--- src/logic/cawpwm_defines.svh ---
// Constants for the counter array wide PWM block
// Assumes one system clock and the byte-wide special register port
`ifndef CAWPWM_DEFINES_SVH
`define CAWPWM_DEFINES_SVH

// ****************************************
// Register addresses
// ****************************************
`define CAW_ADDR_CNT_LO   8'hf9
`define CAW_ADDR_CNT_HI   8'hfa
`define CAW_ADDR_CTRL     8'hd8
`define CAW_ADDR_MODE     8'hda
`define CAW_ADDR_CMP_LO   8'hfb
`define CAW_ADDR_CMP_HI   8'hfc

// ****************************************
// Field positions
// ****************************************
`define CAW_CTRL_OVF      7
`define CAW_CTRL_RUN      6
`define CAW_CTRL_MATCH    0
`define CAW_MODE_WIDE     7
`define CAW_MODE_CMP_EN   6
`define CAW_MODE_MAT_EN   3
`define CAW_MODE_PWM_EN   1
`define CAW_MODE_INT_EN   0

// ****************************************
// Reset values and limits
// ****************************************
`define CAW_RST_BYTE      8'h00
`define CAW_RST_WORD      16'h0000
`define CAW_CNT_MAX       16'hffff
`define CAW_CNT_ONE       16'h0001

`endif

--- src/logic/cawpwm_pkg.sv ---
// Types shared by the counter array wide PWM block
// Assumes the defines header is compiled alongside
package cawpwm_pkg;
   typedef logic [7:0]  cawpwm_byte_t;
   typedef logic [15:0] cawpwm_word_t;
endpackage

--- src/logic/cawpwm_top.sv ---
// Wide PWM compare module with its counter and registers
// Assumes special register port and counter tick on mclk
`timescale 1ns/10ps
`include "cawpwm_defines.svh"
module cawpwm_top (
   input  wire logic                     mclk,
   input  wire logic                     rst_n,
   input  wire logic                     cnt_tick,
   input  wire logic                     watchdog_enable_bit,
   input  wire cawpwm_pkg::cawpwm_byte_t sfr_addr,
   input  wire logic                     sfr_wr,
   input  wire logic                     sfr_rd,
   input  wire cawpwm_pkg::cawpwm_byte_t sfr_wdata,
   output cawpwm_pkg::cawpwm_byte_t      sfr_rdata,
   output logic                          module_output_pin
);
   import cawpwm_pkg::*;

   // ****************************************
   // Reset release
   // ****************************************
   logic rst_m_q;
   logic rst_s_q;
   always_ff @(posedge mclk or negedge rst_n) begin
      if (!rst_n) begin
         rst_m_q <= 1'b0;
         rst_s_q <= 1'b0;
      end else begin
         rst_m_q <= 1'b1;
         rst_s_q <= rst_m_q;
      end
   end

   // ****************************************
   // Register decode
   // ****************************************
   function automatic logic hit(input cawpwm_byte_t a, input cawpwm_byte_t r);
      hit = (a == r);
   endfunction

   wire wr_cnt_lo = sfr_wr & hit(sfr_addr, `CAW_ADDR_CNT_LO);
   wire wr_cnt_hi = sfr_wr & hit(sfr_addr, `CAW_ADDR_CNT_HI);
   wire wr_ctrl   = sfr_wr & hit(sfr_addr, `CAW_ADDR_CTRL);
   wire wr_mode   = sfr_wr & hit(sfr_addr, `CAW_ADDR_MODE);
   wire wr_cmp_lo = sfr_wr & hit(sfr_addr, `CAW_ADDR_CMP_LO);
   wire wr_cmp_hi = sfr_wr & hit(sfr_addr, `CAW_ADDR_CMP_HI);
   wire rd_cnt_lo = sfr_rd & hit(sfr_addr, `CAW_ADDR_CNT_LO);

   // ****************************************
   // Counter
   // ****************************************
   logic [15:0]  count;
   cawpwm_byte_t snap_hi;
   logic         ovf;
   logic         run_q;

   cawpwm_counter #(
      .CNT_W (16)
   ) u_counter (
      .clk     (mclk),
      .rst_n   (rst_s_q),
      .tick    (cnt_tick),
      .run     (run_q),
      .lock    (watchdog_enable_bit),
      .wr_lo   (wr_cnt_lo),
      .wr_hi   (wr_cnt_hi),
      .rd_lo   (rd_cnt_lo),
      .wdata   (sfr_wdata),
      .count   (count),
      .snap_hi (snap_hi),
      .ovf     (ovf)
   );

   // ****************************************
   // Mode, compare and control state
   // ****************************************
   logic         wide_q;
   logic         cmp_en_q;
   logic         mat_en_q;
   logic         pwm_en_q;
   logic         int_en_q;
   logic         ovf_flag_q;
   logic         match_flag_q;
   logic         out_q;
   cawpwm_word_t cmp_q;

   wire          step     = cnt_tick & run_q;
   wire [15:0]   cnt_next = count + `CAW_CNT_ONE;
   wire          mode_on  = wide_q & pwm_en_q;
   wire          active   = mode_on & cmp_en_q;
   wire          match    = step & active & (cnt_next == cmp_q);
   wire          out_d    = ~active ? 1'b0 :
                            match   ? 1'b1 :
                            ovf     ? 1'b0 : out_q;
   wire          cmp_en_d = wr_cmp_hi ? 1'b1 :
                            wr_cmp_lo ? 1'b0 :
                            wr_mode   ? sfr_wdata[`CAW_MODE_CMP_EN] : cmp_en_q;
   wire          ovf_set  = ovf;
   wire          mat_set  = match & mat_en_q;
   wire          ovf_f_d  = ovf_set |
                            (wr_ctrl ? sfr_wdata[`CAW_CTRL_OVF] & ovf_flag_q : ovf_flag_q);
   wire          mat_f_d  = mat_set |
                            (wr_ctrl ? sfr_wdata[`CAW_CTRL_MATCH] & match_flag_q
                                     : match_flag_q);

   always_ff @(posedge mclk or negedge rst_s_q) begin
      if (!rst_s_q) begin
         wide_q       <= 1'b0;
         cmp_en_q     <= 1'b0;
         mat_en_q     <= 1'b0;
         pwm_en_q     <= 1'b0;
         int_en_q     <= 1'b0;
         run_q        <= 1'b0;
         ovf_flag_q   <= 1'b0;
         match_flag_q <= 1'b0;
         out_q        <= 1'b0;
         cmp_q        <= `CAW_RST_WORD;
      end else begin
         cmp_en_q     <= cmp_en_d;
         ovf_flag_q   <= ovf_f_d;
         match_flag_q <= mat_f_d;
         out_q        <= out_d;
         if (wr_mode) begin
            wide_q   <= sfr_wdata[`CAW_MODE_WIDE];
            mat_en_q <= sfr_wdata[`CAW_MODE_MAT_EN];
            pwm_en_q <= sfr_wdata[`CAW_MODE_PWM_EN];
            int_en_q <= sfr_wdata[`CAW_MODE_INT_EN];
         end
         if (wr_ctrl) begin
            run_q <= sfr_wdata[`CAW_CTRL_RUN];
         end
         if (wr_cmp_lo) begin
            cmp_q[7:0] <= sfr_wdata;
         end
         if (wr_cmp_hi) begin
            cmp_q[15:8] <= sfr_wdata;
         end
      end
   end

   // ****************************************
   // Read data
   // ****************************************
   cawpwm_byte_t mode_rd;
   cawpwm_byte_t ctrl_rd;
   cawpwm_byte_t rd_mux;
   cawpwm_byte_t rdata_q;

   always_comb begin
      mode_rd = `CAW_RST_BYTE;
      mode_rd[`CAW_MODE_WIDE]   = wide_q;
      mode_rd[`CAW_MODE_CMP_EN] = cmp_en_q;
      mode_rd[`CAW_MODE_MAT_EN] = mat_en_q;
      mode_rd[`CAW_MODE_PWM_EN] = pwm_en_q;
      mode_rd[`CAW_MODE_INT_EN] = int_en_q;
      ctrl_rd = `CAW_RST_BYTE;
      ctrl_rd[`CAW_CTRL_OVF]    = ovf_flag_q;
      ctrl_rd[`CAW_CTRL_RUN]    = run_q;
      ctrl_rd[`CAW_CTRL_MATCH]  = match_flag_q;
   end

   assign rd_mux = hit(sfr_addr, `CAW_ADDR_CNT_LO) ? count[7:0] :
                   hit(sfr_addr, `CAW_ADDR_CNT_HI) ? snap_hi :
                   hit(sfr_addr, `CAW_ADDR_CTRL)   ? ctrl_rd :
                   hit(sfr_addr, `CAW_ADDR_MODE)   ? mode_rd :
                   hit(sfr_addr, `CAW_ADDR_CMP_LO) ? cmp_q[7:0] :
                   hit(sfr_addr, `CAW_ADDR_CMP_HI) ? cmp_q[15:8] : `CAW_RST_BYTE;

   always_ff @(posedge mclk or negedge rst_s_q) begin
      if (!rst_s_q) begin
         rdata_q <= `CAW_RST_BYTE;
      end else if (sfr_rd) begin
         rdata_q <= rd_mux;
      end
   end

   assign sfr_rdata         = rdata_q;
   assign module_output_pin = out_q;
endmodule // cawpwm_top

--- src/logic/cawpwm_counter.sv ---
// Sixteen-bit counter with byte writes, lock and high byte snapshot
// Assumes tick is a one-cycle enable on the same clock
`timescale 1ns/10ps
`include "cawpwm_defines.svh"
module cawpwm_counter #(
   parameter int CNT_W = 16
) (
   input  wire logic                   clk,
   input  wire logic                   rst_n,
   input  wire logic                   tick,
   input  wire logic                   run,
   input  wire logic                   lock,
   input  wire logic                   wr_lo,
   input  wire logic                   wr_hi,
   input  wire logic                   rd_lo,
   input  wire cawpwm_pkg::cawpwm_byte_t wdata,
   output logic [CNT_W-1:0]            count,
   output cawpwm_pkg::cawpwm_byte_t    snap_hi,
   output logic                        ovf
);
   import cawpwm_pkg::*;

   if (CNT_W != 16) begin : g_bad_width
      $error("cawpwm_counter needs CNT_W of 16");
   end

   logic [CNT_W-1:0] cnt_q;
   logic [CNT_W-1:0] cnt_d;
   cawpwm_byte_t     snap_q;
   logic             step;
   logic             wr_lo_ok;
   logic             wr_hi_ok;

   // ****************************************
   // Next count
   // ****************************************
   assign step     = tick & run;
   assign wr_lo_ok = wr_lo & ~lock;
   assign wr_hi_ok = wr_hi & ~lock;
   assign ovf      = step & (cnt_q == `CAW_CNT_MAX);
   assign cnt_d    = wr_lo_ok ? {cnt_q[15:8], wdata} :
                     wr_hi_ok ? {wdata, cnt_q[7:0]} :
                     step     ? cnt_q + `CAW_CNT_ONE : cnt_q;

   always_ff @(posedge clk or negedge rst_n) begin
      if (!rst_n) begin
         cnt_q  <= `CAW_RST_WORD;
         snap_q <= `CAW_RST_BYTE;
      end else begin
         cnt_q <= cnt_d;
         if (rd_lo) begin
            snap_q <= cnt_q[15:8];
         end
      end
   end

   assign count   = cnt_q;
   assign snap_hi = snap_q;
endmodule // cawpwm_counter

--- config.mk ---
export PLATFORM = sky130hd
export DESIGN_NAME = cawpwm_top
export DESIGN_NICKNAME = d
export VERILOG_FILES = /design/src/logic/cawpwm_pkg.sv /design/src/logic/cawpwm_top.sv /design/src/logic/cawpwm_counter.sv
export VERILOG_INCLUDE_DIRS = /design/src /design/src/logic
export SDC_FILE = /design/constraint.sdc
export NUM_CORES = 1
export LEC_CHECK = 0
export BUFFER_PORTS_ARGS = -buffer_cell sky130_fd_sc_hd__buf_2
export CORE_MARGIN = 4
export CORE_UTILIZATION = 64
export DETAILED_ROUTE_END_ITERATION = 16
export PLACE_DENSITY = 0.92
export SLEW_MARGIN = 20
export SYNTH_ARGS = -nofsm -noshare
export SYNTH_HDL_FRONTEND = slang
export SYNTH_SLANG_ARGS = --single-unit
--- constraint.sdc ---
create_clock -name mclk -period 2.55 [get_ports mclk]
set_input_delay 0.51 -clock mclk [delete_from_list [all_inputs] [get_ports mclk]]
set_output_delay 0.51 -clock mclk [all_outputs]
set_load 0.02 [all_outputs]
== After elaboration in Yosys (flattened, before gate mapping) ==
Cells that the tools add are included.

* Bits in registers: 59
* Output and inout port bits: 9
* Logic and storage cells: 72

* $add $sub $neg: 1
* Eq/ne operators: 10
* Multiplexer cells: 17
* Bitwise logic cells: 22
* Reductions and logical operators: 5

{| class="wikitable"
|+ Operator list
! operator !! count
|-
| 8-bit 2-to-1 mux || 7
|-
| 8-bit == test, second input constant || 6
|-
| 16-bit 2-to-1 mux || 2
|-
| 1-bit AND || 18
|-
| 16-bit by 1-bit adder with 16-bit output, second input constant || 1
|-
| 16-bit == test || 1
|-
| 16-bit == test, second input constant || 1
|-
| 1-bit 2-to-1 mux || 8
|-
| 2-bit AND reduction || 2
|-
| 2-bit nonzero test || 2
|-
| 3-bit by 2-bit inequality test with 1-bit output, second input constant || 1
|-
| 3-bit nonzero test || 1
|-
| 2-bit by 1-bit inequality test with 1-bit output, second input constant || 1
|-
| 1-bit inverter || 2
|-
| 1-bit OR || 2
|}

== Depth between registers and ports, before layout ==
Gate-level depths: netlist of the first run.

* Depth in word-level cells: 7
* Mapped depth: 8
* Mapped depth without buffers: 7

== Cells and area by module ==
A second synthesis of the first run with hierarchy kept.

* Cells, all modules: 391
* Area total of the unflattened synthesis: 3728.6 um^2

{| class="wikitable"
|+ Modules (own cells, without submodules)
! module !! times used !! cells each !! area each (um^2) !! sequential area each (um^2)
|-
| cawpwm_top || 1 || 257 || 2409.8 || 875.8
|-
| cawpwm_counter || 1 || 134 || 1318.8 || 600.6
|}

== Worst setup path before layout of the first run ==
No wires, ideal clock.

* Kind: register to register
* Start point: register u_counter.cnt_q[0] (netlist: u_counter.count[0])
* End point: register match_flag_q
* Setup time: 95 ps
* Arrival: 2331 ps
* Required time: 2455 ps
* Slack: 124 ps
* Stages on the path, launching flop included: 9
* Path buffers: 1
* Period minus slack after synthesis: 2426 ps
* Cell sequence: dfrtp_1 ha_1 clkbuf_1 nand2_1 or3_1 xnor2_1 a2111o_1 or4_1 o31ai_1

* Cells in the longest elaborated chain, start to end: 5

{| class="wikitable"
|+ Ends and longest elaborated chain
! item !! RTL line !! source
|-
| start: declaration || cawpwm_counter.sv:27 || <nowiki>logic [CNT_W-1:0] cnt_q;</nowiki>
|-
| start signal: assignment || cawpwm_counter.sv:47 || <nowiki>cnt_q <= `CAW_RST_WORD;</nowiki>
|-
| start signal: assignment || cawpwm_counter.sv:50 || <nowiki>cnt_q <= cnt_d;</nowiki>
|-
| 16-bit by 1-bit adder with 16-bit output (no line) || - ||
|-
| 16-bit == test || cawpwm_top.sv:91 || <nowiki>wire match = step & active & (cnt_next == cmp_q);</nowiki>
|-
| 1-bit AND || cawpwm_top.sv:91 ||
|-
| 1-bit AND || cawpwm_top.sv:99 || <nowiki>wire mat_set = match & mat_en_q;</nowiki>
|-
| 1-bit OR || cawpwm_top.sv:102 || <nowiki>wire mat_f_d = mat_set |</nowiki>
|-
| named net mat_f_d || cawpwm_top.sv:102 ||
|-
| end signal: assignment || cawpwm_top.sv:121 || <nowiki>match_flag_q <= mat_f_d;</nowiki>
|-
| end: declaration || cawpwm_top.sv:83 || <nowiki>logic match_flag_q;</nowiki>
|}

The timed path passes the listed nets, and every way through them passes these cells.
A chain may end at the register's enable or synchronous reset.

== Worst setup path after layout of the first run ==
* Start point: register u_counter.cnt_q[4] (netlist: u_counter.count[4])
* End point: register match_flag_q

Same word-level chain as after synthesis.

==> results of run 1 <==
[Yosys cell counts (4+ instances only)]
cell                        n  area, um2
sky130_fd_sc_hd__xnor2_1   22        193
sky130_fd_sc_hd__o21ai_0   13       65.1
sky130_fd_sc_hd__nand3_1    7       35.0
sky130_fd_sc_hd__mux2_2    32        360
sky130_fd_sc_hd__mux2i_1    6       60.1
sky130_fd_sc_hd__xor2_1    10       87.6
sky130_fd_sc_hd__nand4_1    7       43.8
sky130_fd_sc_hd__nor3_1     5       25.0
sky130_fd_sc_hd__a21oi_1   30        150
sky130_fd_sc_hd__nor2_1    33        124
sky130_fd_sc_hd__o22a_1     4       35.0
sky130_fd_sc_hd__a31oi_1    6       37.5
sky130_fd_sc_hd__nor2b_1    6       37.5
sky130_fd_sc_hd__clkbuf_1  10       37.5
sky130_fd_sc_hd__dfrtp_1   59       1480
sky130_fd_sc_hd__nand2_1   31        116
sky130_fd_sc_hd__or3_1      6       37.5
[report_power, final]
group	total (mW)	switching [mW]	internal (mW)
registers	1.04	0.0605	0.981
clock network	1.07	0.415	0.655
logic	0.295	0.161	0.134
total	2.41	0.636	1.77
[state kept, by name, indices dropped and copies added (netlist names), 8 cells and up]
name,flops
u_counter.snap_hi,8
sfr_rdata,8
cmp_q,16
u_counter.count,16
[path summary, 6_finish.rpt]
kind / slack, ns / start / cells past startpoint / endpoint
setup / recovery: 0.13 / u_counter.count[4] / 6 / match_flag_q
hold / removal: 0.25 / rst_s_q / 0 / sfr_rdata[2]
setup reg to reg: 0.13 / u_counter.count[4] / 6 / match_flag_q
hold reg to reg: 0.25 / rst_s_q / 0 / sfr_rdata[2]
max in group asynchronous: 1.73 / rst_s_q / 1 / u_counter.count[5]
min in group mclk: 0.36 / rst_m_q / 0 / rst_s_q
[stage by stage]
step	hold WS [ns]	util, %
2_1_floorplan	0.214	-
3_3_place_gp	0.255	71.9
3_5_place_dp	0.251	71.9
4_1_cts	0.259	76.9
5_1_grt	0.283	76.9
6_report	0.245	76.9
[timing repair]
item | in CTS | in global routing
hold buffers | 1 | 0
hold endpoints to repair | 2 | 0
setup endpoints to repair | 0 | 1
gates resized for setup | 0 | 1
[cell type report]
cell class | instances | share of cell area [%]
flip-flops and latches | 59 | 37.4
inverters | 3 | 0.285
clock buffers | 9 | 3.13
multi-input cells | 266 | 46.4
repair buffers | 47 | 7.41
clock inverters | 7 | 3.13
well taps | 70 | 2.22
[logic make-up (layout without fill, tap and decap cells)]
group                      Yosys count  in the layout  share of synthesized area, %
muxes                               38             38                          12.3
DFF                                 59             59                          43.3
xor gates and xnor gates            32             32                          8.21
AOI/OAI and AO/OA                   70             70                          12.7
and+or+nand+nor                    124            124                          19.9
other                                1              1                         0.110
adders and majority gates            1              1                         0.367
buffers and inverters               22             66                          3.15
[critical path, stage by stage, from the launching register on]
cell	delay [ns]
sky130_fd_sc_hd__dfrtp_1	0.52
sky130_fd_sc_hd__nand3_4	0.14
sky130_fd_sc_hd__or3_1	0.52
sky130_fd_sc_hd__nor3_4	0.23
sky130_fd_sc_hd__xnor2_1	0.09
sky130_fd_sc_hd__or4_1	0.55
sky130_fd_sc_hd__o31ai_1	0.27
[metal layers]
| layer | vias up | wire (um) | GRT usage (%) |
|---|---|---|---|
| met5 | - | 0 | 0 |
| met4 | 0 | 362 | 17.1 |
| met3 | 38 | 731 | 5.88 |
| met2 | 161 | 4700 | 53.0 |
| met1 | 1481 | 3790 | 39.4 |
| li1 | 1327 | - | - |
==> impl_metrics.yaml, run 1 <==
global_routing:
  grt_antenna_before_repair: 0
  grt_overflow_total: 0
  wire_length_of_the_first_global_routing_pass_um: 15300
  pin_count_of_the_biggest_net_entering_global_routing: 36
  grt_util_all_layers_pct: 31.9
  grt_pass1_vias: 2960
setup_path:
  critical_path.max_fanout: 6
  timing.critical_path.arrival_ns: 2.66
  required_ns: 2.80
  worstSetupPathType: "reg -> reg"
  critPathCaptureType: "flop"
  startpoint_type: "flop"
timing:
  tightest_slew_ns: 0.553
  fin_crit_sh_pct: 94.7
  rsz0062_at_grt: "no"
  clock.fmax_mhz: 414
  worst_clock_skew_ns: 0.0101
  timing.final.max_slew_violations: 0
  relSlewSlack_pct: 62.8
  period_minus_slack_ns: 2.42
  setup_total_neg_slack_ns: 0
  setup_violations: 0
  worst_slack_ns: 0.134
  finalHoldViolCount: 0
power_and_ir_drop:
  power.static_leakage_nw: 1.74
  vdd_drop_max_uv: 470
  report.power.total_mw: 2.41
  power_density_nw_per_um2: 609
routing:
  drc_errors: 0
  drt_iter0_drc: 348
  wl_um: 9590
  detailedRoute.firstPassIterationCount: 5
  routedWlPerCell_um: 20.8
  vias_per_cell: 6.52
  antenna_left: 0
  route.vias.total: 3007
finish:
  share_of_final_layout_standard_cells_stronger_than_drive_strength_1_pct: 28.4
  synthToLayoutAreaGrowth_pct: 15.8
  final.fill_count: 359
  final_nets: 409
  design_area_um2: 3950
  instances_no_fill: 461
  antenna-diode-count: 0
  multi_input_gate_area_in_the_final_layout_um2: 1840
  layout.area.seq_um2: 1480
  commonest_non_fill_non_tap_cell_in_the_layout: "sky130_fd_sc_hd__dfrtp_1"
  layout_common_cells: "sky130_fd_sc_hd__dfrtp_1 (57), sky130_fd_sc_hd__nor2_1 (33), sky130_fd_sc_hd__mux2_2 (32)"
hold_path:
  worstHoldPathType: "reg -> async"
clocking:
  cts_root_buffer: "sky130_fd_sc_hd__clkbuf_8"
  cts_post_setup_buffers_inserted: 0
  cts-buffers-inserted: 9
  clk_pin_slew_worst_paths_ns: 0.08
  ctsLongestPathBuffers: 2
  clock-sinks: 59
  tritoncts_clock_tree: "yes"
  insertion_delay_ns: 0.35
  cts_htree_levels: 3
synthesis:
  synth-warning-count: 0
  synth_top_flop_cell: "sky130_fd_sc_hd__dfrtp_1"
  ys_ff_latch: 59
  post_synthesis_mean_instance_area_um2: 9.84
  synth.yosys.seq_area_share_pct: 43.3
  synth_cells: 347
  mappedNetlistNets: 370
  synth_edf_count: 0
  post_synth_instance_area_um2: 3410
  synth_cell_type_count: 52
  async_set_or_reset_flop_fraction_in_the_synthesized_netlist_pct: 100
place:
  routabilityCongestion: 1.02
  numPlacedInstances: 444
  dpl_cell_area_um2: 3690
  dp_slack_ns: 0.157
  detailed_place_hpwl_um: 6990
  buffer_ports.inserted: 30
run_status:
  run_status: "finished clean"
floorplan:
  floorplan.die.height_um: 81.0
  die-area_um2: 6570
  top_level_pins: 31
  fp.dieW_um: 81.0
  initial_core_util_pct: 66.4
  rows: 26
  core_area_um2: 5140
job:
  cap_viol_max_count: 0
Power figures use the tool's default switching activity.
==> run 2, diff against run 1 <==
- CORE_ASPECT_RATIO: unset -> 0.5
==> run 2 against run 1 <==
Worst hold slack worse by 0.017 ns; setup slack better by 0.025 ns; final cell count rose by 1.3%; core utilization up 0.58 points; critical path type unchanged; largest cell class unchanged; largest power group is now sequential cells.
==> impl_metrics.yaml, run 2 (synthesis results as in run 1) <==
power_and_ir_drop:
  switchingPower_mw: 0.596
  report.power.total_mw: 2.05
  vdd_drop_max_uv: 486
  power.static_leakage_nw: 1.73
  sw_frac_of_total_pct: 29.1
  power.share.clock_pct: 35.1
  power.internal_mw: 1.45
  power_density_nw_per_um2: 524
  sequentialPowerShare_pct: 50.9
  power.share.combinational_pct: 14.0
global_routing:
  grtUsageMet3_pct: 10.1
  wire_length_of_the_first_global_routing_pass_um: 16000
  grt_overflow_total: 0
  gr-usage-met1_pct: 45.3
  pin_count_of_the_biggest_net_entering_global_routing: 23
  grt_antenna_before_repair: 0
  grt_util_all_layers_pct: 32.5
  grtUsageMet2_pct: 48.9
  gr-max-usage-layer: "met2"
  grt_pass1_vias: 2971
place:
  dpl_cell_area_um2: 3740
  detailed_place_hpwl_um: 7490
  routabilityCongestion: 0.992
  numPlacedInstances: 450
  buffer_ports.inserted: 30
floorplan:
  initial_core_util_pct: 67.7
  top_level_pins: 31
  rows: 18
  floorplan.die.height_um: 59.6
  fp.dieW_um: 111
  core_area_um2: 5040
  die-area_um2: 6640
setup_path:
  cp_cell_sequence: "nand4_4 -> nor4_2 -> xnor2_1 -> a2111o_1 -> or4_1 -> o31ai_1"
  required_ns: 2.80
  timing.reg2reg.worst_path_depth: 6
  critical_path.max_fanout: 5
  path_buf_inv: 0
  critical-path-slowest-cell: "sky130_fd_sc_hd__dfrtp_1"
  timing.critical_path.arrival_ns: 2.64
  worstSetupPathType: "reg -> reg"
  startpoint: "u_counter.count[6]"
  startpoint_type: "flop"
  worstReg2RegEnd: "match_flag_q"
  crit_path_end: "match_flag_q"
  worst-path-stages: 6
  regToRegStartpoint: "u_counter.count[6]"
  critPathCaptureType: "flop"
  critPathTopFamily: "simple AND/OR/NAND/NOR gates"
  max_stage_delay_ns: 0.49
  reg2reg_slack_ns: 0.16
clocking:
  clk_pin_slew_worst_paths_ns: 0.07
  cts-buffers-inserted: 9
  clock-sinks: 59
  tritoncts_clock_tree: "yes"
  cts_post_setup_buffers_inserted: 0
  post_cts_resized: 0
  post_cts_hold_fix_bufs: 1
  insertion_delay_ns: 0.35
  cts_htree_levels: 3
  cts_root_buffer: "sky130_fd_sc_hd__clkbuf_8"
  ctsLongestPathBuffers: 2
finish:
  antenna-diode-count: 0
  share_of_final_layout_standard_cells_stronger_than_drive_strength_1_pct: 29.0
  layout_common_cells: "sky130_fd_sc_hd__dfrtp_1 (58), sky130_fd_sc_hd__nor2_1 (33), sky130_fd_sc_hd__mux2_2 (32)"
  synthToLayoutAreaGrowth_pct: 14.6
  design_area_um2: 3910
  final.fill_count: 346
  instances_no_fill: 467
  final_core_utilization_pct: 77.5
  final_nets: 415
  commonest_non_fill_non_tap_cell_in_the_layout: "sky130_fd_sc_hd__dfrtp_1"
routing:
  drc_errors: 0
  route.vias.total: 2990
  antenna_left: 0
  vias_per_cell: 6.40
  wl_um: 9920
  drt_iter0_drc: 342
  detailedRoute.firstPassIterationCount: 5
  routedWlPerCell_um: 21.2
timing:
  fin_crit_sh_pct: 93.7
  setup_violations: 0
  setup_total_neg_slack_ns: 0
  period_minus_slack_ns: 2.39
  clock.fmax_mhz: 418
  timing.final.max_slew_violations: 0
  finalHoldViolCount: 0
  relSlewSlack_pct: 56.6
  tightest_slew_ns: 0.645
  rsz0062_at_grt: "no"
  worst_clock_skew_ns: 0.0119
job:
  cap_viol_max_count: 0
hold_path:
  worstHoldPathType: "reg -> async"
run_status:
  run_status: "finished clean"
-- run 2: metrics by stage --
| stage | hold WS (ns) | setup WS (ns) |
|---|---|---|
| finish | 0.228 | 0.160 |
| global route | 0.263 | 0.0461 |
| CTS | 0.243 | 0.177 |
| detailed placement | 0.235 | 0.173 |
| global placement | 0.201 | 0.181 |
| floorplan | 0.214 | 0.124 |
-- run 2: worst min path at each step --
stage | endpoint | start
5_1_grt | u_counter.count[2] | rst_s_q
3_3_place_gp | sfr_rdata[2] | rst_s_q
3_5_place_dp | sfr_rdata[2] | rst_s_q
2_1_floorplan | rst_m_q | rst_n
4_1_cts | u_counter.count[2] | rst_s_q
6_report | sfr_rdata[4] | rst_s_q
-- run 2: area by class of cell --
cell class	count	area (um2)	share of cell area, %
clock buffer	10	128	3.26
timing repair buffer	53	338	8.64
sequential	59	1480	37.8
multi-input combinational	266	1840	46.9
clock inverter	6	32.5	0.832
tap	70	87.6	2.24
inverter	3	11.3	0.288
-- run 2: worst reg2reg max path, cell delays in order (launching register included) --
cell and delay [ns]:
sky130_fd_sc_hd__dfrtp_1 0.49, sky130_fd_sc_hd__nand4_4 0.17, sky130_fd_sc_hd__nor4_2 0.49, sky130_fd_sc_hd__xnor2_1 0.18, sky130_fd_sc_hd__a2111o_1 0.29, sky130_fd_sc_hd__or4_1 0.43, sky130_fd_sc_hd__o31ai_1 0.24
-- run 2: power by group through the flow --
| stage | sequential, mW | combinational, mW | clock (mW) |
|---|---|---|---|
| after floorplan | 1.05 | 0.169 | 0 |
| after CTS | 1.04 | 0.282 | 0.723 |
| after global placement | 1.05 | 0.270 | 0 |
| final | 1.04 | 0.286 | 0.720 |
| after global routing | 1.05 | 0.313 | 0.776 |
| after detailed placement | 1.06 | 0.278 | 0 |
-- run 2: layer usage --
metal  vias to the layer above  share of wire (%)
met2                       193                 43
met4                         0                1.7
met3                        20                 11
li1                       1337                  -
met5                         -                  0
met1                      1440                 44
==> run 3, diff against run 2 <==
- SETUP_SLACK_MARGIN: unset -> 0.4
==> run 3 against run 2 <==
Sequential cell count stayed put; cell area rose by 2.6%; register-to-register slack better by 0.15 ns; power rose by 6.5%; die area stayed put; routed wire length rose by 1.4%; first-iteration DRC count up 24%; sequential share of layout area is 0.69 points lower; critical path type unchanged; global-route usage shrank 1.0 points; fmax up 6.5%.
==> impl_metrics.yaml, run 3 (synthesis results as in run 1) <==
run_status:
  run_status: "finished clean"
clocking:
  cts-buffers-inserted: 9
  insertion_delay_ns: 0.34
  cts_root_buffer: "sky130_fd_sc_hd__clkbuf_8"
  ctsLongestPathBuffers: 2
  tritoncts_clock_tree: "yes"
  clk_pin_slew_worst_paths_ns: 0.07
  cts_htree_levels: 3
  clock-sinks: 59
routing:
  drt_iter0_drc: 423
  antenna_left: 0
  wl_um: 10100
  routedWlPerCell_um: 21.3
  vias_per_cell: 6.59
  drc_errors: 0
  route.vias.total: 3109
  detailedRoute.firstPassIterationCount: 7
timing:
  clock.fmax_mhz: 446
  tightest_slew_ns: 0.639
  fin_hold_ws_ns: 0.353
  rsz0062_at_grt: "yes"
  period_minus_slack_ns: 2.24
  finalHoldViolCount: 0
  setup_violations: 0
  worst_clock_skew_ns: 0.00793
  relSlewSlack_pct: 57.2
  fin_crit_sh_pct: 88.0
  timing.final.max_slew_violations: 0
  setup_total_neg_slack_ns: 0
finish:
  commonest_non_fill_non_tap_cell_in_the_layout: "sky130_fd_sc_hd__dfrtp_1"
  share_of_final_layout_standard_cells_stronger_than_drive_strength_1_pct: 32.8
  final_nets: 421
  layout_common_cells: "sky130_fd_sc_hd__dfrtp_1 (51), sky130_fd_sc_hd__nor2_1 (33), sky130_fd_sc_hd__mux2_2 (32)"
  synthToLayoutAreaGrowth_pct: 17.6
  final.fill_count: 315
  antenna-diode-count: 0
  multi_input_gate_area_in_the_final_layout_um2: 1870
  layout.area.seq_um2: 1490
setup_path:
  critPathCaptureType: "flop"
  startpoint_type: "flop"
  required_ns: 2.80
  timing.critical_path.arrival_ns: 2.50
  regToRegStartpoint: "u_counter.count[0]"
  startpoint: "u_counter.count[0]"
  critical_path.max_fanout: 3
  worstSetupPathType: "reg -> reg"
global_routing:
  pin_count_of_the_biggest_net_entering_global_routing: 50
  grt_antenna_before_repair: 0
  wire_length_of_the_first_global_routing_pass_um: 15500
  grt_util_all_layers_pct: 31.5
  grt_overflow_total: 0
  grt_pass1_vias: 2938
power_and_ir_drop:
  vdd_drop_max_uv: 544
  power.internal_mw: 1.59
  power.share.combinational_pct: 16.7
  switchingPower_mw: 0.596
  power.share.clock_pct: 35.4
  power.static_leakage_nw: 1.78
  sequentialPowerShare_pct: 47.9
  power_density_nw_per_um2: 544
  sw_frac_of_total_pct: 27.3
floorplan:
  rows: 18
  initial_core_util_pct: 67.7
  fp.dieW_um: 111
  core_area_um2: 5040
  die-area_um2: 6640
  top_level_pins: 31
  floorplan.die.height_um: 59.6
place:
  buffer_ports.inserted: 30
  routabilityCongestion: 1.03
  detailed_place_hpwl_um: 7150
hold_path:
  worstHoldPathType: "reg -> async"
job:
  cap_viol_max_count: 0
[run 3: cell count changes in the layout (fill, tap and decap cells not counted), sizes merged]
cell | previous run | this run
clkbuf | 10 | 13
buf | 52 | 58
clkinv | 5 | 2
clkinvlp | 1 | 0
[run 3: cell type report]
cell class              count  share of cell area, %
multi-input cells         266                   46.6
flip-flops and latches     59                   37.1
repair buffers             59                   9.32
clock buffers              13                   4.21
well taps                  70                   2.18
inverters                   3                  0.281
clock inverters             2                  0.249
[run 3: critical path: stages (launching register included)]
cell and delay, ns:
sky130_fd_sc_hd__dfrtp_1 0.39, sky130_fd_sc_hd__ha_2 0.23, sky130_fd_sc_hd__nand2_1 0.06, sky130_fd_sc_hd__or3_4 0.35, sky130_fd_sc_hd__xnor2_1 0.14, sky130_fd_sc_hd__a2111o_1 0.36
sky130_fd_sc_hd__or4_4 0.43, sky130_fd_sc_hd__o31ai_1 0.19
[run 3: per-stage QoR]
step	setup slack [ns]	total power, mW	cell area (um2)	cells	util (%)
2_1_floorplan	0.286	1.22	3430	347	-
3_3_place_gp	0.169	1.31	3710	446	73.5
3_5_place_dp	0.144	1.33	3710	446	73.5
4_1_cts	0.373	2.13	3960	467	78.4
5_1_grt	0.237	2.27	4010	472	79.5
6_report	0.306	2.18	4010	472	79.5
[run 3: power by group through the flow]
stage                     logic [mW]  clock network, mW  registers [mW]
after floorplan                0.172                  0            1.05
after global placement         0.244                  0            1.07
after detailed placement       0.254                  0            1.07
after CTS                      0.308              0.780            1.04
after global routing           0.386              0.825            1.05
final                          0.365              0.773            1.05
[run 3: repair_timing]
item,CTS,global route
hold buffers,1,0
endpoints found under the setup margin,2,6
hold endpoints to repair,2,0
pin swaps,1,1
resized for setup,9,5
buffers inserted,5,5
[run 3: layer usage]
layer	share of wire [%]	GRT usage [%]	routed length, um
met5	0	0	0
met2	44	49.6	4470
met1	39	40.5	3970
met3	13	11.3	1310
met4	3.0	12.3	304
[run 3: final timing paths]
path                                             to  slack (ns)  depth (start not counted)
worst max-delay path                   match_flag_q        0.31                          7
worst min-delay path                   sfr_rdata[4]        0.35                          0
worst max register to register         match_flag_q        0.31                          7
worst min register to register         sfr_rdata[4]        0.35                          0
min in group mclk                           rst_s_q        0.35                          0
max in group asynchronous       u_counter.count[12]        1.59                          1
